==> config.mk <==
export PLATFORM = sky130hd
export DESIGN_NAME = ocw_output_channel_watchdog
export DESIGN_NICKNAME = d
export VERILOG_FILES = /design/src/verilog/ocw_pkg.sv /design/src/verilog/ocw_prescaler.sv /design/src/verilog/ocw_chan_wdog.sv /design/src/verilog/ocw_output_channel_watchdog.sv
export SDC_FILE = /design/constraint.sdc
export NUM_CORES = 1
export LEC_CHECK = 0
export BUFFER_PORTS_ARGS = -buffer_cell sky130_fd_sc_hd__buf_2
export CAP_MARGIN = 20
export CORE_ASPECT_RATIO = 2
export CORE_MARGIN = 1.5
export CORE_UTILIZATION = 65
export CTS_BUF_LIST = sky130_fd_sc_hd__clkbuf_2
export CTS_CLUSTER_DIAMETER = 150
export DETAILED_ROUTE_END_ITERATION = 8
export HOLD_SLACK_MARGIN = 0.08
export PLACE_DENSITY = 0.83
export SYNTH_ARGS = -nofsm -noshare
export SYNTH_HDL_FRONTEND = slang
export SYNTH_SLANG_ARGS = --single-unit
==> constraint.sdc <==
create_clock -name i_ref_clk -period 7.75 [get_ports i_ref_clk]
set_clock_uncertainty 0.1 [all_clocks]
set_input_delay 1.9375 -clock i_ref_clk [delete_from_list [all_inputs] [get_ports i_ref_clk]]
set_output_delay 1.9375 -clock i_ref_clk [all_outputs]
set_load 0.03 [all_outputs]
==> src/verilog/ocw_pkg.sv <==
// Package with the register map, field layout and timing of the output channel watchdog.
package ocw_pkg;

	localparam int NUM_CH = 4;
	localparam int ADDR_W = 8;
	localparam int DATA_W = 32;
	localparam int TMO_W  = 16;

	// Register byte addresses.
	localparam logic [ADDR_W-1:0] REG_DOUT       = 8'h00;
	localparam logic [ADDR_W-1:0] REG_DIN        = 8'h04;
	localparam logic [ADDR_W-1:0] REG_CTRL       = 8'h08;
	localparam logic [ADDR_W-1:0] REG_IRQ_STATUS = 8'h0c;
	localparam logic [ADDR_W-1:0] REG_IRQ_ENABLE = 8'h10;
	localparam logic [ADDR_W-1:0] REG_IRQ_CLEAR  = 8'h14;
	localparam logic [ADDR_W-1:0] REG_WD_EXPIRED = 8'h18;
	localparam logic [ADDR_W-1:0] REG_CH_BASE    = 8'h20;
	localparam logic [ADDR_W-1:0] REG_CH_END     = 8'h60;

	// Word index inside a channel block of four words.
	localparam logic [1:0] CH_WORD_TMO    = 2'h0;
	localparam logic [1:0] CH_WORD_CFG    = 2'h1;
	localparam logic [1:0] CH_WORD_TAG_LO = 2'h2;
	localparam logic [1:0] CH_WORD_TAG_HI = 2'h3;

	// Field positions.
	localparam int CTRL_REFRESH_BIT  = 0;
	localparam int CFG_WD_STATE_BIT  = 0;
	localparam int CFG_RANGE_BIT     = 1;

	// Timeout values that switch a channel watchdog off, and the count of one at which it expires.
	localparam logic [TMO_W-1:0] TMO_OFF_LO = 16'h0000;
	localparam logic [TMO_W-1:0] TMO_OFF_HI = 16'hffff;
	localparam logic [TMO_W-1:0] TMO_ONE    = 16'h0001;

	// Reset values.
	localparam logic [TMO_W-1:0]  TMO_RST  = 16'h0000;
	localparam logic [NUM_CH-1:0] DOUT_RST = 4'h0;
	localparam logic [DATA_W-1:0] TAG_RST  = 32'h0000_0000;

	// Timing: figures in ns, cycle counts derived from the 125 MHz clock.
	localparam int CLK_PERIOD_NS  = 8;
	localparam int SECOND_NS      = 1000000000;
	localparam int REFRESH_NS     = 100000000;
	localparam int TICK_CYCLES    = SECOND_NS / CLK_PERIOD_NS;
	localparam int REFRESH_CYCLES = REFRESH_NS / CLK_PERIOD_NS;

	typedef enum logic [1:0] {
		OCW_WD_OFF = 2'b00,
		OCW_WD_RUN = 2'b01,
		OCW_WD_EXP = 2'b11
	} ocw_wd_state_t;

	typedef struct packed {
		logic wd_state;
		logic range_5v;
	} ocw_chan_cfg_t;

	typedef struct packed {
		logic              wr;
		logic              rd;
		logic [ADDR_W-1:0] addr;
		logic [DATA_W-1:0] wdata;
	} ocw_bus_req_t;

endpackage

==> src/verilog/ocw_prescaler.sv <==
// Free running divider that gives a one-cycle pulse every PERIOD clocks while enabled.
`timescale 1ns/1ps
module ocw_prescaler import ocw_pkg::*; #(
	parameter int unsigned PERIOD = 125000000
) (
	input  wire logic i_ref_clk,
	input  wire logic i_rst,
	input  wire logic i_run,
	output logic      o_tick
);

	logic [31:0] count;

	always_ff @(posedge i_ref_clk) begin
		if (i_rst || !i_run) begin
			count  <= 32'h0000_0000;
			o_tick <= 1'b0;
		end else if (count == 32'(PERIOD - 1)) begin
			count  <= 32'h0000_0000;
			o_tick <= 1'b1;
		end else begin
			count  <= count + 32'h0000_0001;
			o_tick <= 1'b0;
		end
	end

endmodule

==> src/verilog/ocw_chan_wdog.sv <==
// Seconds counter of one channel watchdog with reload on access and a one-shot expiry.
`timescale 1ns/1ps
module ocw_chan_wdog import ocw_pkg::*; (
	input  wire logic             i_ref_clk,
	input  wire logic             i_rst,
	input  wire logic             i_tick,
	input  wire logic             i_access,
	input  wire logic [TMO_W-1:0] i_timeout,
	output logic                  o_expire,
	output logic                  o_expired
);

	ocw_wd_state_t    state;
	logic [TMO_W-1:0] count;
	logic             enabled;

	assign enabled = (i_timeout != TMO_OFF_LO) && (i_timeout != TMO_OFF_HI); // see RQ2

	always_ff @(posedge i_ref_clk) begin
		if (i_rst) begin
			state    <= OCW_WD_OFF;
			count    <= TMO_RST;
			o_expire <= 1'b0;
		end else begin
			o_expire <= 1'b0;
			case (state)
				OCW_WD_OFF: begin
					if (enabled) begin
						state <= OCW_WD_RUN;
						count <= i_timeout; // see RQ1
					end
				end
				OCW_WD_RUN: begin
					if (!enabled) begin
						state <= OCW_WD_OFF; // see RQ2
					end else if (i_access) begin
						count <= i_timeout; // see RQ3
					end else if (i_tick) begin
						if (count == TMO_ONE) begin
							state    <= OCW_WD_EXP; // see RQ3
							o_expire <= 1'b1;
						end else begin
							count <= count - TMO_ONE; // see RQ11
						end
					end
				end
				OCW_WD_EXP: begin
					// Expiry fires once; only fresh host activity re-arms the timer.
					if (!enabled) begin
						state <= OCW_WD_OFF;
					end else if (i_access) begin
						state <= OCW_WD_RUN;
						count <= i_timeout;
					end
				end
				default: begin
					state <= OCW_WD_OFF;
				end
			endcase
		end
	end

	assign o_expired = (state == OCW_WD_EXP);

endmodule

==> src/verilog/ocw_output_channel_watchdog.sv <==
// Register file, per-channel watchdogs, auto-refresh and interrupt of the output channels.
//
// Overview of operation
// RQ1 - A channel takes a timeout of 1 to 65534 whole seconds and is timed against it.
// RQ2 - A timeout of 0 or 65535 keeps the channel watchdog off so it never expires.
// RQ3 - A channel expires after a full timeout with no read or write; any access restarts it. The tick runs free, so expiry can come up to a second early.
// Only reads and writes of REG_DOUT, REG_DIN or the channel's own block count as an access here; other registers do not restart it.
// RQ4 - On expiry the channel output is driven to its configured safe on or off state.
// RQ5 - With auto-refresh on, every output is rewritten periodically with its programmed value.
// RQ6 - The same periodic rewrite re-enables an output held off by a latched thermal shutdown.
// RQ7 - There are four discrete I/O channels, each with its own timeout and safe state.
// RQ8 - Each analog channel holds a range of plus or minus ten or plus or minus five volts.
// RQ9 - Each channel stores an eight character label that reads back unchanged and steers nothing.
// RQ10 - Writing a one to a digital output always turns it on; the output path has no inversion.
// RQ11 - A prescaled one-second tick counts each enabled channel down; an access reloads it.
`timescale 1ns/1ps
module ocw_output_channel_watchdog import ocw_pkg::*; #(
	parameter int unsigned TICK_PERIOD    = TICK_CYCLES,
	parameter int unsigned REFRESH_PERIOD = REFRESH_CYCLES
) (
	input  wire logic              i_ref_clk,
	input  wire logic              i_rst,
	input  wire logic [ADDR_W-1:0] i_addr,
	input  wire logic [DATA_W-1:0] i_wdata,
	input  wire logic              i_wr,
	input  wire logic              i_rd,
	output logic      [DATA_W-1:0] o_rdata,
	input  wire logic [NUM_CH-1:0] i_din,
	output logic      [NUM_CH-1:0] o_dout,
	output logic                   o_dout_load,
	output logic      [NUM_CH-1:0] o_range_5v,
	output logic                   o_irq
);

	// True when the address lies inside the block of channel ch.
	function automatic logic in_chan(input logic [ADDR_W-1:0] addr, input int ch);
		logic [ADDR_W-1:0] base;
		base = REG_CH_BASE + ADDR_W'(ch * 16);
		in_chan = (addr >= base) && (addr < base + 8'h10);
	endfunction

	// Word index of an address inside a channel block.
	function automatic logic [1:0] chan_word(input logic [ADDR_W-1:0] addr);
		chan_word = addr[3:2];
	endfunction

	// Channel number of an address inside the channel area.
	function automatic logic [1:0] chan_num(input logic [ADDR_W-1:0] addr);
		logic [ADDR_W-1:0] rel;
		rel = addr - REG_CH_BASE;
		chan_num = rel[5:4];
	endfunction

	ocw_bus_req_t  req;
	logic          in_ch_area;

	logic [TMO_W-1:0]  timeout [NUM_CH];
	ocw_chan_cfg_t     cfg     [NUM_CH];
	logic [DATA_W-1:0] tag_mem [2*NUM_CH];

	logic [NUM_CH-1:0] access;
	logic [NUM_CH-1:0] expire;
	logic [NUM_CH-1:0] expired;
	logic [NUM_CH-1:0] irq_status;
	logic [NUM_CH-1:0] irq_enable;
	logic [NUM_CH-1:0] next_irq_status;
	logic              refresh_en;
	logic              sec_tick;
	logic              refresh_tick;
	logic [DATA_W-1:0] next_rdata;

	assign req.wr    = i_wr;
	assign req.rd    = i_rd;
	assign req.addr  = i_addr;
	assign req.wdata = i_wdata;

	assign in_ch_area = (req.addr >= REG_CH_BASE) && (req.addr < REG_CH_END);

	// One-second time base shared by all channel watchdogs.
	ocw_prescaler #(
		.PERIOD (TICK_PERIOD)
	) u_sec_tick (
		.i_ref_clk (i_ref_clk),
		.i_rst     (i_rst),
		.i_run     (1'b1),
		.o_tick    (sec_tick)
	); // see RQ11

	// Refresh time base runs only while auto-refresh is on.
	ocw_prescaler #(
		.PERIOD (REFRESH_PERIOD)
	) u_refresh_tick (
		.i_ref_clk (i_ref_clk),
		.i_rst     (i_rst),
		.i_run     (refresh_en),
		.o_tick    (refresh_tick)
	); // see RQ5

	// A channel counts as accessed by any read or write of the shared data registers
	// or of its own block, so configuration traffic also keeps its watchdog alive.
	genvar g;
	generate
		for (g = 0; g < NUM_CH; g++) begin : g_chan
			assign access[g] = (req.wr || req.rd) &&
				((req.addr == REG_DOUT) || (req.addr == REG_DIN) ||
				in_chan(req.addr, g)); // see RQ3

			ocw_chan_wdog u_wdog (
				.i_ref_clk (i_ref_clk),
				.i_rst     (i_rst),
				.i_tick    (sec_tick),
				.i_access  (access[g]),
				.i_timeout (timeout[g]),
				.o_expire  (expire[g]),
				.o_expired (expired[g])
			); // see RQ7

			always_ff @(posedge i_ref_clk) begin
				if (i_rst) begin
					timeout[g] <= TMO_RST;
				end else if (req.wr && in_chan(req.addr, g) &&
					chan_word(req.addr) == CH_WORD_TMO) begin
					timeout[g] <= req.wdata[TMO_W-1:0]; // see RQ1
				end
			end

			always_ff @(posedge i_ref_clk) begin
				if (i_rst) begin
					cfg[g] <= '0;
				end else if (req.wr && in_chan(req.addr, g) &&
					chan_word(req.addr) == CH_WORD_CFG) begin
					cfg[g].wd_state <= req.wdata[CFG_WD_STATE_BIT]; // see RQ4
					cfg[g].range_5v <= req.wdata[CFG_RANGE_BIT]; // see RQ8
				end
			end

			assign o_range_5v[g] = cfg[g].range_5v; // see RQ8
		end
	endgenerate

	// Labels are plain storage; nothing in the channel logic reads them.
	always_ff @(posedge i_ref_clk) begin
		if (i_rst) begin
			for (int i = 0; i < 2*NUM_CH; i++) begin
				tag_mem[i] <= TAG_RST;
			end
		end else if (req.wr && in_ch_area && chan_word(req.addr) >= CH_WORD_TAG_LO) begin
			tag_mem[{chan_num(req.addr), req.addr[2]}] <= req.wdata; // see RQ9
		end
	end

	always_ff @(posedge i_ref_clk) begin
		if (i_rst) begin
			refresh_en <= 1'b0;
		end else if (req.wr && req.addr == REG_CTRL) begin
			refresh_en <= req.wdata[CTRL_REFRESH_BIT]; // see RQ5
		end
	end

	// Expiry overwrites the programmed value, so a later refresh keeps the safe state
	// instead of bringing back the value the host last wrote before it went silent.
	always_ff @(posedge i_ref_clk) begin
		if (i_rst) begin
			o_dout <= DOUT_RST;
		end else begin
			for (int i = 0; i < NUM_CH; i++) begin
				if (expire[i]) begin
					o_dout[i] <= cfg[i].wd_state; // see RQ4
				end
			end
			if (req.wr && req.addr == REG_DOUT) begin
				o_dout <= req.wdata[NUM_CH-1:0]; // see RQ10
			end
		end
	end

	// The load strobe makes the output driver reapply o_dout; a driver in latched
	// thermal shutdown is released by it, so refresh doubles as a recovery path.
	always_ff @(posedge i_ref_clk) begin
		if (i_rst) begin
			o_dout_load <= 1'b0;
		end else begin
			o_dout_load <= (req.wr && req.addr == REG_DOUT) || (|expire) ||
				(refresh_en && refresh_tick); // see RQ5, see RQ6
		end
	end

	always_comb begin
		next_irq_status = irq_status;
		if (req.wr && req.addr == REG_IRQ_CLEAR) begin
			next_irq_status = next_irq_status & ~req.wdata[NUM_CH-1:0];
		end
		// A new expiry in the clearing cycle is kept.
		next_irq_status = next_irq_status | expire;
	end

	always_ff @(posedge i_ref_clk) begin
		if (i_rst) begin
			irq_status <= '0;
		end else begin
			irq_status <= next_irq_status;
		end
	end

	always_ff @(posedge i_ref_clk) begin
		if (i_rst) begin
			irq_enable <= '0;
		end else if (req.wr && req.addr == REG_IRQ_ENABLE) begin
			irq_enable <= req.wdata[NUM_CH-1:0];
		end
	end

	always_ff @(posedge i_ref_clk) begin
		if (i_rst) begin
			o_irq <= 1'b0;
		end else begin
			o_irq <= |(next_irq_status & irq_enable);
		end
	end

	always_comb begin
		next_rdata = '0;
		if (req.rd) begin
			case (req.addr)
				REG_DOUT:       next_rdata[NUM_CH-1:0] = o_dout;
				REG_DIN:        next_rdata[NUM_CH-1:0] = i_din;
				REG_CTRL:       next_rdata[CTRL_REFRESH_BIT] = refresh_en;
				REG_IRQ_STATUS: next_rdata[NUM_CH-1:0] = irq_status;
				REG_IRQ_ENABLE: next_rdata[NUM_CH-1:0] = irq_enable;
				REG_WD_EXPIRED: next_rdata[NUM_CH-1:0] = expired;
				default: begin
					if (in_ch_area) begin
						case (chan_word(req.addr))
							CH_WORD_TMO: begin
								next_rdata[TMO_W-1:0] = timeout[chan_num(req.addr)];
							end
							CH_WORD_CFG: begin
								next_rdata[CFG_WD_STATE_BIT] =
									cfg[chan_num(req.addr)].wd_state;
								next_rdata[CFG_RANGE_BIT] =
									cfg[chan_num(req.addr)].range_5v;
							end
							default: begin
								next_rdata = tag_mem[{chan_num(req.addr), req.addr[2]}];
							end
						endcase
					end
				end
			endcase
		end
	end

	// Read data stand for the one cycle after the strobe and are zero otherwise.
	always_ff @(posedge i_ref_clk) begin
		if (i_rst) begin
			o_rdata <= '0;
		end else begin
			o_rdata <= next_rdata;
		end
	end

endmodule

-- Word-level counts from Yosys, hierarchy flattened
Memory sizes are Yosys's and may differ from the RTL's.
Index checks and enable logic that the tools add are counted.
- muxes and demuxes: 125
- reductions and logical operators: 80
- equality and inequality tests: 65
- magnitude comparators: 9
- $add $sub $neg: 7
- bitwise operators: 27
- operators by type and width (kind ; count):
    $mux W16 ; 32
    $pmux W16 S3 ; 4
    $add A32 B1 Y32 const B ; 2
    $eq A16 B1 Y1 const B ; 4
    $ne A16 B16 Y1 const B ; 4
    $reduce_bool A16 Y1 ; 4
    $sub A16 B1 Y16 const B ; 4
    $mux W2 ; 28
    $mux W1 ; 48
    $ne A3 B2 Y1 const B ; 12
    $ne A3 B3 Y1 const B ; 12
    $eq A32 B24 Y1 const B ; 1
    $eq A32 B27 Y1 const B ; 1
    $logic_and A1 B1 Y1 ; 32
    $mux W32 ; 1
    $reduce_or A32 Y1 ; 1
    $pmux W14 S2 ; 1
    $reduce_and A7 Y1 ; 4
    $eq A8 B5 Y1 const B ; 3
    $lt A8 B7 Y1 const B ; 3
    $ne A2 B1 Y1 const B ; 12
    $pmux W2 S3 ; 4
    $reduce_and A5 Y1 ; 4
    $reduce_or A5 Y1 ; 4
    30 further kinds ; 88
- output and inout bits: 42
- input port bits: 48
- RAM bits: 328
- flip-flop bits (word level): 189
- logic and storage cells: 344
- memories: 3
- memories (memory ; words ; width ; rd ports ; clocked after Yosys merged registers in ; write ports ; line ; RTL):
    tag_mem ; 8 ; 32 ; 1 ; 0 ; 8 ; ocw_output_channel_watchdog.sv:59 ; logic [DATA_W-1:0] tag_mem [2*NUM_CH];
    timeout ; 4 ; 16 ; 5 ; 0 ; 4 ; ocw_output_channel_watchdog.sv:57 ; logic [TMO_W-1:0] timeout [NUM_CH];
    cfg ; 4 ; 2 ; 5 ; 0 ; 4 ; ocw_output_channel_watchdog.sv:58 ; ocw_chan_cfg_t cfg [NUM_CH];

-- Longest topological paths before layout
Gate-level depths: netlist of run 1.
- depth in word-level cells: 9
- depth in mapped cells: 10
- depth with buffers taken out: 8

-- Modules after synthesis
A second synthesis of run 1 with hierarchy kept.
- cell total of the unflattened synthesis: 2182
- area total of the unflattened synthesis: 25026.5 µm²
- modules (own cells, without submodules) (module ; seq. area each (µm²) ; cells each ; instances ; area an instance (µm²)):
    ocw_output_channel_watchdog ; 10790.3 ; 1114 ; 1 ; 16598.4
    ocw_chan_wdog at g_chan[0].u_wdog ... ; 380.4 ; 177 ; 3 ; 1345.0
    ocw_prescaler at u_sec_tick ; 660.6 ; 181 ; 1 ; 1547.7
    ocw_prescaler at u_refresh_tick ; 660.6 ; 180 ; 1 ; 1520.2
    ocw_chan_wdog at g_chan[1].u_wdog ; 380.4 ; 176 ; 1 ; 1325.0

-- Worst setup path before layout of run 1
OpenSTA, ideal clock, no wires.
- kind: input -> register
- start point: input port i_addr[4]
- end point: memory tag_mem[3][0] (enable)
- cell stages on the path: 5
- required time: 7184 ps
- setup slack: 1898 ps
- data arrival time: 5286 ps
- buffers on the path: 3
- setup time: 466 ps
- path through: buf_2 > buf_2 > buf_2 > nand2_1 > o21ai_0
- RTL lines (item ; line ; RTL):
    from (decl) ; ocw_output_channel_watchdog.sv:23 ; input wire logic [ADDR_W-1:0] i_addr,
    to (decl) ; ocw_output_channel_watchdog.sv:59 ;

==> results.md, run 1 <==
- Final Max Slew Viols: 0
- Synth Warn #: 0
- CTS root buf: clkbuf_2
- Main synth FF type: edfxtp_1
- Synthesized cell area: 24300 sq um
- RePlAce Congestion: 1.01
- Req. time, crit path: 8330 ps
- # IOs: 90
- Syn-to-layout area delta: 7.76%
- Cell area after layout: 26200 sq um
- Commonest non-fill, non-tap cell in the layout: edfxtp_1
- Outcome: finished, violations left
- Post-DP Area: 25100 sq um
- Slew HR: 32.9%
- Filler Cells Inserted: 2583
- Buf/Inv on CP: 2
- Fraction of registers with async set/reset: 0%
- Core Box Area: 37000 sq um
- Yosys top cell area share: 40.5%
- Total GRT Usage: 34.0%
- Slew @ Worst Pin: 1000 ps
- DRT antenna net count: 0
- Die width: 140 um
- Via count: 17800
- Most frequent CP cell: buf_4
- #FFs+latches synth: 517
- Cell taking the most area after synthesis: edfxtp_1
- Worst path slowest cell: nand4b_1
- TritonCTS clock tree: yes
- Post-DP HPWL: 43100 um
- Pwr Density: 205 nW/um^2
- Drt via density: 6.43
- Most frequent cells in the layout: edfxtp_1 (328), and2_1 (316), dfxtp_1 (189)
- Drt wl/cell: 23.3 um
- Drt total wl: 64400 um
- Fin crit period: 4690 ps
- Syn Nets: 2184
- Largest delay share family, worst path: simple AND/OR/NAND/NOR gates
- Antenna violations before repair: 3
- Clk pin slew, worst setup/hold paths: 100 ps
- Setup CP Type: input pin to flip-flop
- Die H: 276 um
- Clock Latency Late Sink: 1120 ps
- H-tree depth: 3
- 1st-iter DRT viols: 1526
- TNS Setup: 0 ps
- Syn avg cell area: 11.4 sq um
- Max Cap Viol: 0
- CP arrival: 5260 ps
- IR drop worst, VDD: 165 uV
- Fin. Hold Viols: 0
- Total power: 5.37 mW
- # port buffers: 89
- Syn Inst Count: 2126
- Worst path cell trace: buf_4, xnor2_1, nor2_1, nand4b_1, nor3_2, buf_4, or2_2
- Fin crit share: 60.5%
- Hold Startpoint: u_refresh_tick.count[0]
- Post-synth cell types: 81
- Setup crit start kind: input pin
- Reg-to-reg startpoint: g_chan[3].u_wdog.count[1]
- Setup Fix Bufs, Post-CTS: 0
- Die ar.: 38600 sq um
- Initial Util: 65.6%
- Failing checks: DRC
- HP Class: flip-flop to flip-flop
- Vias in the first global route: 18400
- Total gr overflow: 0
- CTS Buffer Depth: 3
- FMAX: 0.213 GHz
- CTS Sinks: 517
- Post-synth EDFFs: 328
- RSZ-0062 raised after global routing: no
- DRC Markers: 3
- CP max stage delay: 860 ps
- Final #Nets: 2273
- Sequential area share after synthesis: 56.1%
- Crit path capture type: flip-flop
- CTS Buf Count: 108
- Crit path launch: i_addr[5]
- Layout cells sized above 1: 18.8%
- Row count: 100
- Largest cells by area after synthesis: edfxtp_1 (41%), dfxtp_1 (16%), and2_1 (8.1%)
- Drt pass-1 iters: 8
- Largest net degree at the start of global routing: 70
- Hold-fix buffers, CTS: 0
- Worst-path fanout max: 43
- WHS: 381 ps
- First-pass GRT wire length: 99600 um
- Final setup viols: 0
- Leak Pwr: 9.44 nW
- PostCTS Resize Cnt: 0
==> layer usage <==
layer / share of wire, % / track usage, % / wire length [um]
met5: 0.020 / 0 / 13
met4: 7.1 / 25.4 / 4570
met3: 6.6 / 6.56 / 4230
met2: 54 / 61.1 / 34700
met1: 32 / 34.6 / 20900
==> final timing paths <==
kind,slack (ps),to,cells after the start
worst max-delay path,3060,tag_mem[4][7],7
worst min-delay path,380,u_refresh_tick.count[0],1
worst max register to register,4710,g_chan[3].u_wdog.count[1],8
worst min register to register,380,u_refresh_tick.count[0],1
==> area by class of cell <==
class	count	area [sq um]	area share [%]
inverter	26	97.6	0.373
antenna	2	5.00	0.0191
tap	459	574	2.19
sequential	517	13600	52.1
clock inverter	43	210	0.803
multi-input combinational	1437	10100	38.5
timing repair buffer	125	801	3.06
clock buffer	159	796	3.04
==> registers in the layout, indices dropped and copies added (netlist names) <==
register,count
o_dout,4
tag_mem,256
u_refresh_tick.count,32
refresh_en,1
g_chan.u_wdog.state,8
irq_enable,4
g_chan.u_wdog.o_expire,4
g_chan.u_wdog.count,64
o_dout_load,1
irq_status,4
cfg,8
o_rdata,32
u_sec_tick.o_tick,1
timeout,64
u_sec_tick.count,32
u_refresh_tick.o_tick,1
o_irq,1
==> worst reg2reg max path: stages (launching register included) <==
cell and delay (ps):
dfxtp_1 360, inv_1 110, ha_1 190, or3b_2 490
nor4_1 560, o221a_1 290, or3b_1 530, a211oi_1 130
a211oi_2 210
==> cell usage after synthesis (21+ instances only) <==
library cell,number
nand2_1,108
nor4_1,48
a21oi_1,96
and3_1,21
edfxtp_1,328
nand4_1,38
mux2i_1,34
dfxtp_1,189
nor2_1,178
nor3_1,72
clkbuf_1,115
a21o_1,32
mux4_2,83
o21ai_0,85
xor2_1,35
nand3_1,57
inv_1,26
and2_1,316
==> report_power, final <==
part / internal (mW) / switching (mW)
clock: 0.595 / 1.06
combinational: 0.223 / 0.354
sequential: 3.04 / 0.0943
==> per-stage QoR <==
step | util [%] | instances | setup slack (ps)
2_1_floorplan | - | 2126 | 1900
3_3_place_gp | 67.6 | 2554 | 2250
3_5_place_dp | 67.7 | 2557 | 2060
4_1_cts | 70.4 | 2759 | 3250
5_1_grt | 70.7 | 2768 | 2920
6_report | 70.7 | 2768 | 3060
==> logic make-up (layout without fill, tap and decap cells) <==
group,after synthesis,in the layout,share of synthesized area [%]
xor gates and xnor gates,53,53,1.91
adders and majority gates,10,10,0.515
other,0,2,0
AOI/OAI and AO/OA,314,314,8.03
buffers and inverters,172,353,2.91
and+or+nand+nor,926,926,20.7
muxes,134,134,9.88
DFF,517,517,56.1
No activity file was read; power rests on OpenSTA's default activity.
==> run 2: changes to the inputs <==
--- a/config.mk
+++ b/config.mk
@@ -9,12 +9,12 @@
 export CAP_MARGIN = 20
 export CORE_ASPECT_RATIO = 2
 export CORE_MARGIN = 1.5
-export CORE_UTILIZATION = 65
+export CORE_UTILIZATION = 58
 export CTS_BUF_LIST = sky130_fd_sc_hd__clkbuf_2
 export CTS_CLUSTER_DIAMETER = 150
 export DETAILED_ROUTE_END_ITERATION = 8
 export HOLD_SLACK_MARGIN = 0.08
-export PLACE_DENSITY = 0.83
+export PLACE_DENSITY = 0.78
 export SYNTH_ARGS = -nofsm -noshare
 export SYNTH_HDL_FRONTEND = slang
 export SYNTH_SLANG_ARGS = --single-unit
==> constraint.sdc (replaced) <==
create_clock -name i_ref_clk -period 4 [get_ports i_ref_clk]
set_clock_uncertainty 0.1 [all_clocks]
set_input_delay 1 -clock i_ref_clk [delete_from_list [all_inputs] [get_ports i_ref_clk]]
set_output_delay 1 -clock i_ref_clk [all_outputs]
set_load 0.03 [all_outputs]
==> results.md, run 2 (synthesis gave the netlist of run 1 again) <==
- Total gr overflow: 0
- Setup Fix Bufs, Post-CTS: 0
- Total GRT Usage: 31.6%
- Reg-to-reg startpoint: g_chan[3].u_wdog.count[0]
- CP max stage delay: 480 ps
- Outcome: finished, final reports clean
- CTS Buf Count: 110
- Final setup viols: 0
- TNS Setup: 0 ps
- Syn-to-layout area delta: 10.5%
- CTS Sinks: 517
- PostCTS Resize Cnt: 0
- Fin crit period: 2970 ps
- Hold-fix buffers, CTS: 21
- Slew @ Worst Pin: 1160 ps
- Core Box Area: 41100 sq um
- Via count: 18100
- Max Cap Viol: 0
- FMAX: 0.337 GHz
- Filler Cells Inserted: 3179
- Row count: 105
- Drt via density: 6.20
- DRT antenna net count: 0
- Largest registers: tag_mem: 256 flops, g_chan.u_wdog.count: 64 flops, timeout: 64 flops
- Fin crit share: 74.2%
- CTS root buf: clkbuf_2
- Clk pin slew, worst setup/hold paths: 120 ps
- Total power: 10.6 mW
- Worst path slowest cell: edfxtp_1
- Die H: 293 um
- Hold Path End: tag_mem[5][31]
- CTS Buffer Depth: 3
- Layout cells sized above 1: 19.9%
- CP arrival: 1870 ps
- Commonest non-fill, non-tap cell in the layout: edfxtp_1
- RSZ-0062 raised after global routing: no
- Req. time, crit path: 2900 ps
- Worst r2r path cells: 8
- Worst-path fanout max: 2
- First-pass GRT wire length: 103000 um
- Drt wl/cell: 23.2 um
- Max reg flops: 256
- Buf/Inv on CP: 1
- HP Class: input pin to flip-flop
- Biggest register: tag_mem
- # port buffers: 89
- Most frequent cells in the layout: edfxtp_1 (328), and2_1 (316), dfxtp_1 (189)
- Placed Instances: 2678
- CP Depth: 1
- IR drop worst, VDD: 305 uV
- RR Endpoint: g_chan[3].u_wdog.count[1]
- Largest delay share family, worst path: flip-flops
- Drt pass-1 iters: 5
- Footprint of the multi-input gates: 10100 sq um
- Largest net degree at the start of global routing: 73
- Initial Util: 59.1%
- Crit path capture type: output port
- Worst path cell trace: buf_2
- WHS: 127 ps
- 1st-iter DRT viols: 1239
- Die width: 148 um
- Pwr Density: 394 nW/um^2
- Fin. Hold Viols: 0
- Finished Core Util: 65.3%
- DRC Markers: 0
- Final std cells w/o fill: 2910
- # IOs: 90
- Post-DP HPWL: 45400 um
- Setup CP Type: flip-flop to output port
- Clock Latency Late Sink: 1160 ps
- TritonCTS clock tree: yes
- Final Max Slew Viols: 0
- R2R Setup Slk: 1070 ps
- Die ar.: 43200 sq um
- H-tree depth: 3
- Final #Nets: 2335
- Drt total wl: 67400 um
- Antenna violations before repair: 3
- RePlAce Congestion: 0.991
- Vias in the first global route: 18600
- Slew HR: 22.6%
- Setup crit start kind: flip-flop
- Reg area: 13600 sq um
- Worst Hold Path Cells: 2
- Leak Pwr: 9.74 nW
- Hold Startpoint: i_wdata[31]
run 2: where the power goes:
group	leakage [nW]	total, mW	switching, mW	internal, mW
logic	4.31	1.16	0.693	0.469
clock network	0.780	3.33	2.11	1.22
registers	4.65	6.08	0.185	5.90
run 2: stage by stage:
step / area [sq um] / setup WS (ps)
floorplan: 24300 / -51.2
global placement: 25600 / 431
detailed placement: 25600 / 403
CTS: 26800 / 956
global route: 26900 / 869
finish: 26900 / 1030
run 2: metal layers:
layer	global-route usage (%)	vias to the layer above	part of all wire, %
met2	58.8	804	55
li1	-	8176	-
met4	23.1	2	6.9
met3	5.89	268	6.7
met5	0	-	0.016
met1	30.3	8801	32
run 2: final cells by class:
type / instances / share of cell area, %
Antenna cell: 2 / 0.0186
Clock buffer: 158 / 2.94
Clock inverter: 50 / 0.988
Inverter: 26 / 0.363
Multi-Input combinational cell: 1437 / 37.5
Sequential cell: 517 / 50.8
Tap cell: 535 / 2.49
Timing Repair Buffer: 185 / 4.93
run 2: how the worst max path moves through the flow:
stage	from	end	slack [ps]
4_1_cts	cfg[2][0]	o_range_5v[2]	960
6_report	cfg[2][0]	o_range_5v[2]	1030
3_5_place_dp	i_addr[1]	g_chan[3].u_wdog.count[1]	400
5_1_grt	g_chan[3].u_wdog.count[1]	g_chan[3].u_wdog.count[1]	870
2_1_floorplan	i_addr[4]	tag_mem[3][0]	-50
3_3_place_gp	i_addr[1]	g_chan[3].u_wdog.count[1]	430
==> run 3: changes to the inputs <==
--- a/config.mk
+++ b/config.mk
@@ -5,16 +5,17 @@
 export SDC_FILE = /design/constraint.sdc
 export NUM_CORES = 1
 export LEC_CHECK = 0
+export ABC_AREA = 1
 export BUFFER_PORTS_ARGS = -buffer_cell sky130_fd_sc_hd__buf_2
 export CAP_MARGIN = 20
 export CORE_ASPECT_RATIO = 2
 export CORE_MARGIN = 1.5
-export CORE_UTILIZATION = 58
+export CORE_UTILIZATION = 65
 export CTS_BUF_LIST = sky130_fd_sc_hd__clkbuf_2
 export CTS_CLUSTER_DIAMETER = 150
 export DETAILED_ROUTE_END_ITERATION = 8
 export HOLD_SLACK_MARGIN = 0.08
-export PLACE_DENSITY = 0.78
+export PLACE_DENSITY = 0.83
 export SYNTH_ARGS = -nofsm -noshare
 export SYNTH_HDL_FRONTEND = slang
 export SYNTH_SLANG_ARGS = --single-unit
==> constraint.sdc (replaced) <==
create_clock -name i_ref_clk -period 3 [get_ports i_ref_clk]
set_clock_uncertainty 0.1 [all_clocks]
set_input_delay 0.75 -clock i_ref_clk [delete_from_list [all_inputs] [get_ports i_ref_clk]]
set_output_delay 0.75 -clock i_ref_clk [all_outputs]
set_load 0.03 [all_outputs]
==> results.md, run 3 <==
- Setup CP Type: input pin to flip-flop
- Post-synth EDFFs: 328
- Largest net degree at the start of global routing: 126
- Initial Util: 65.7%
- Via count: 22400
- H-tree depth: 3
- Total power: 14.7 mW
- NetSw: 4.47 mW
- Most frequent cells in the layout: nor2_1 (800), nand2_1 (555), edfxtp_1 (328)
- DRT antenna net count: 0
- Cell taking the most area after synthesis: edfxtp_1
- Met1 Usage GRT: 39.1%
- Yosys top cell area share: 39.5%
- Slew @ Worst Pin: 744 ps
- CTS Buf Count: 108
- GR Layer Usage met3: 6.67%
- Max reg flops: 256
- IR drop worst, VDD: 418 uV
- Synthesized cell area: 24900 sq um
- Outcome: finished, final reports clean
- Antenna violations before repair: 3
- Clk pin slew, worst setup/hold paths: 110 ps
- Largest cells by area after synthesis: edfxtp_1 (40%), dfxtp_1 (15%), nor2_1 (12%)
- Drt via density: 5.92
- Total gr overflow: 0
- CTS Buffer Depth: 3
- TritonCTS clock tree: yes
- 1st-iter DRT viols: 1946
- Cell internal pwr: 10.2 mW
- Clock Latency Late Sink: 1130 ps
- Worst-path fanout max: 4
- Clock power share: 30.3%
- #FFs+latches synth: 517
- Syn Inst Count: 3047
- Biggest register: tag_mem
- Vias in the first global route: 22500
- Setup Fix Bufs, Post-CTS: 0
- First-pass GRT wire length: 118000 um
- Drt wl/cell: 20.1 um
- CTS Sinks: 517
- Final #Nets: 3279
- Drt total wl: 76100 um
- Die ar.: 39600 sq um
- Total GRT Usage: 39.3%
- TNS Setup: 0 ps
- Syn-to-layout area delta: 10.2%
- Post-Synth XOR/XNOR Area: 1.58%
- DRC Markers: 0
- Busiest grt layer: met2
- Setup crit start kind: input pin
- # IOs: 90
- Syn Nets: 3105
- Simple-gate share of the synthesized area: 27.5%
- RePlAce Congestion: 1.01
- Post-synth cell types: 47
- Synth Warn #: 0
- Leak Pwr: 11.1 nW
- Sequential Power Share: 55.6%
- Largest registers: tag_mem: 256 flops, g_chan.u_wdog.count: 64 flops, timeout: 64 flops
- R2R Setup Slk: 630 ps
- Sequential area share after synthesis: 54.7%
- Max Cap Viol: 0
- # port buffers: 89
- Hold Startpoint: i_wdata[12]
- Req. time, crit path: 3980 ps
- Drt pass-1 iters: 5
- Layout cells sized above 1: 12.3%
- Comb pwr share: 14.1%
- Synth Area in Compound Gates: 9.58%
- Die H: 280 um
- Syn avg cell area: 8.18 sq um
- Worst Hold Path Cells: 3
- Mux cell area share after synthesis: 0%
- Worst r2r path cells: 9
- Fin. Hold Viols: 0
- CP arrival: 3870 ps
- FMAX: 0.345 GHz
- Fraction of registers with async set/reset: 0%
- Slew HR: 49.8%
- Cell area after layout: 27500 sq um
- Post-DP HPWL: 53400 um
- Core Box Area: 37900 sq um
- Crit path capture type: flip-flop
- Sw Ratio: 30.5%
- Pwr Density: 534 nW/um^2
- CTS root buf: clkbuf_2
- Reg-to-reg startpoint: u_refresh_tick.count[0]
- Main synth FF type: edfxtp_1
- Fin crit period: 2890 ps
- HP Class: input pin to flip-flop
- Finished Core Util: 72.5%
- Post-DP Area: 26000 sq um
- RR Endpoint: u_refresh_tick.count[26]
- Count leader, synth: nor2_1
- Row count: 101
- Adder-Cell Fraction of Synth Area: 0.502%
- Synth top cells by count: nor2_1 (802), nand2_1 (557), edfxtp_1 (328), inv_1 (225), o21ai_0 (190)
- Commonest non-fill, non-tap cell in the layout: nor2_1
- RSZ-0062 raised after global routing: no
- Fin crit share: 96.5%
- Largest family of logic cells by synthesized area: simple AND/OR/NAND/NOR gates
- Hold Path End: timeout[0][12]
- Final setup viols: 0
- Die width: 141 um
- Final Max Slew Viols: 0
- Met2 usage: 69.5%
[run 3: changes by cell type after synthesis, moves of 32 or more]
cell / before / now
nand2_1: 108 / 557
o21ai_0: 85 / 190
mux4_2: 83 / 0
o22ai_1: 2 / 40
a21o_1: 32 / 0
and2_1: 316 / 0
nor4_1: 48 / 15
nor2_1: 178 / 802
mux2i_1: 34 / 0
o21ai_1: 2 / 42
inv_1: 26 / 225
nand3_1: 57 / 90
[run 3: power groups by stage]
stage | logic (mW) | clock network [mW] | registers, mW
final | 2.07 | 4.45 | 8.16
after global routing | 2.29 | 4.81 | 8.20
after CTS | 2.03 | 4.48 | 8.15
after detailed placement | 1.98 | 0 | 8.31
after global placement | 1.95 | 0 | 8.30
after floorplan | 1.40 | 0 | 8.24
[run 3: cell families after synthesis]
| family | Yosys count |
|---|---|
| fa+ha+maj | 10 |
| flops | 517 |
| buf+inv | 384 |
| compound gates | 436 |
| xor+xnor | 45 |
| simple gates | 1655 |
[run 3: metrics by stage]
step	setup WS [ps]	hold WS [ps]	cells
finish	106	139	3777
global route	45.2	100	3777
CTS	168	83.9	3776
detailed placement	245	345	3529
global placement	291	335	3529
floorplan	-63.3	318	3047
[run 3: final cells by class]
| cell class | count | area [sq um] |
|---|---|---|
| multi-input combinational | 2146 | 9780 |
| inverter | 242 | 911 |
| timing repair buffer | 206 | 1510 |
| fill | 2943 | 10400 |
| tap | 463 | 579 |
| antenna | 1 | 2.50 |
| clock buffer | 162 | 811 |
| sequential | 517 | 13600 |
| clock inverter | 40 | 240 |
[run 3: worst max-delay path, stage by stage]
cell	delay, ps
dlygate4sd3_1	550
buf_2	140
clkinv_2	90
nor2_2	180
nand2_1	70
nor2_1	150
dlygate4sd3_1	580
nand2_1	70
dlygate4sd3_1	570
a21oi_1	160
dlygate4sd3_1	550
[run 3: how the worst max path moves through the flow]
| stage | start | to | slack (ps) | cells past startpoint |
|---|---|---|---|---|
| after floorplan | i_addr[6] | tag_mem[0][0] | -60 | 9 |
| after global placement | i_addr[6] | tag_mem[6][30] | 290 | 10 |
| after detailed placement | i_addr[6] | tag_mem[6][22] | 240 | 10 |
| after CTS | i_addr[3] | refresh_en | 170 | 11 |
| after global routing | i_addr[3] | refresh_en | 50 | 11 |
| final | i_addr[3] | refresh_en | 110 | 11 |
[run 3: timing repair]
item,4_1_cts,5_1_grt
hold buffers,45,0
hold endpoints to repair,194,0
setup endpoints to repair,0,1
resized for setup,0,1
[run 3: per-layer routing]
| layer | vias up | wire, um |
|---|---|---|
| met5 | - | 21 |
| met4 | 4 | 7200 |
| met3 | 369 | 5530 |
| met2 | 1138 | 39300 |
| met1 | 10300 | 24100 |
| li1 | 10500 | - |
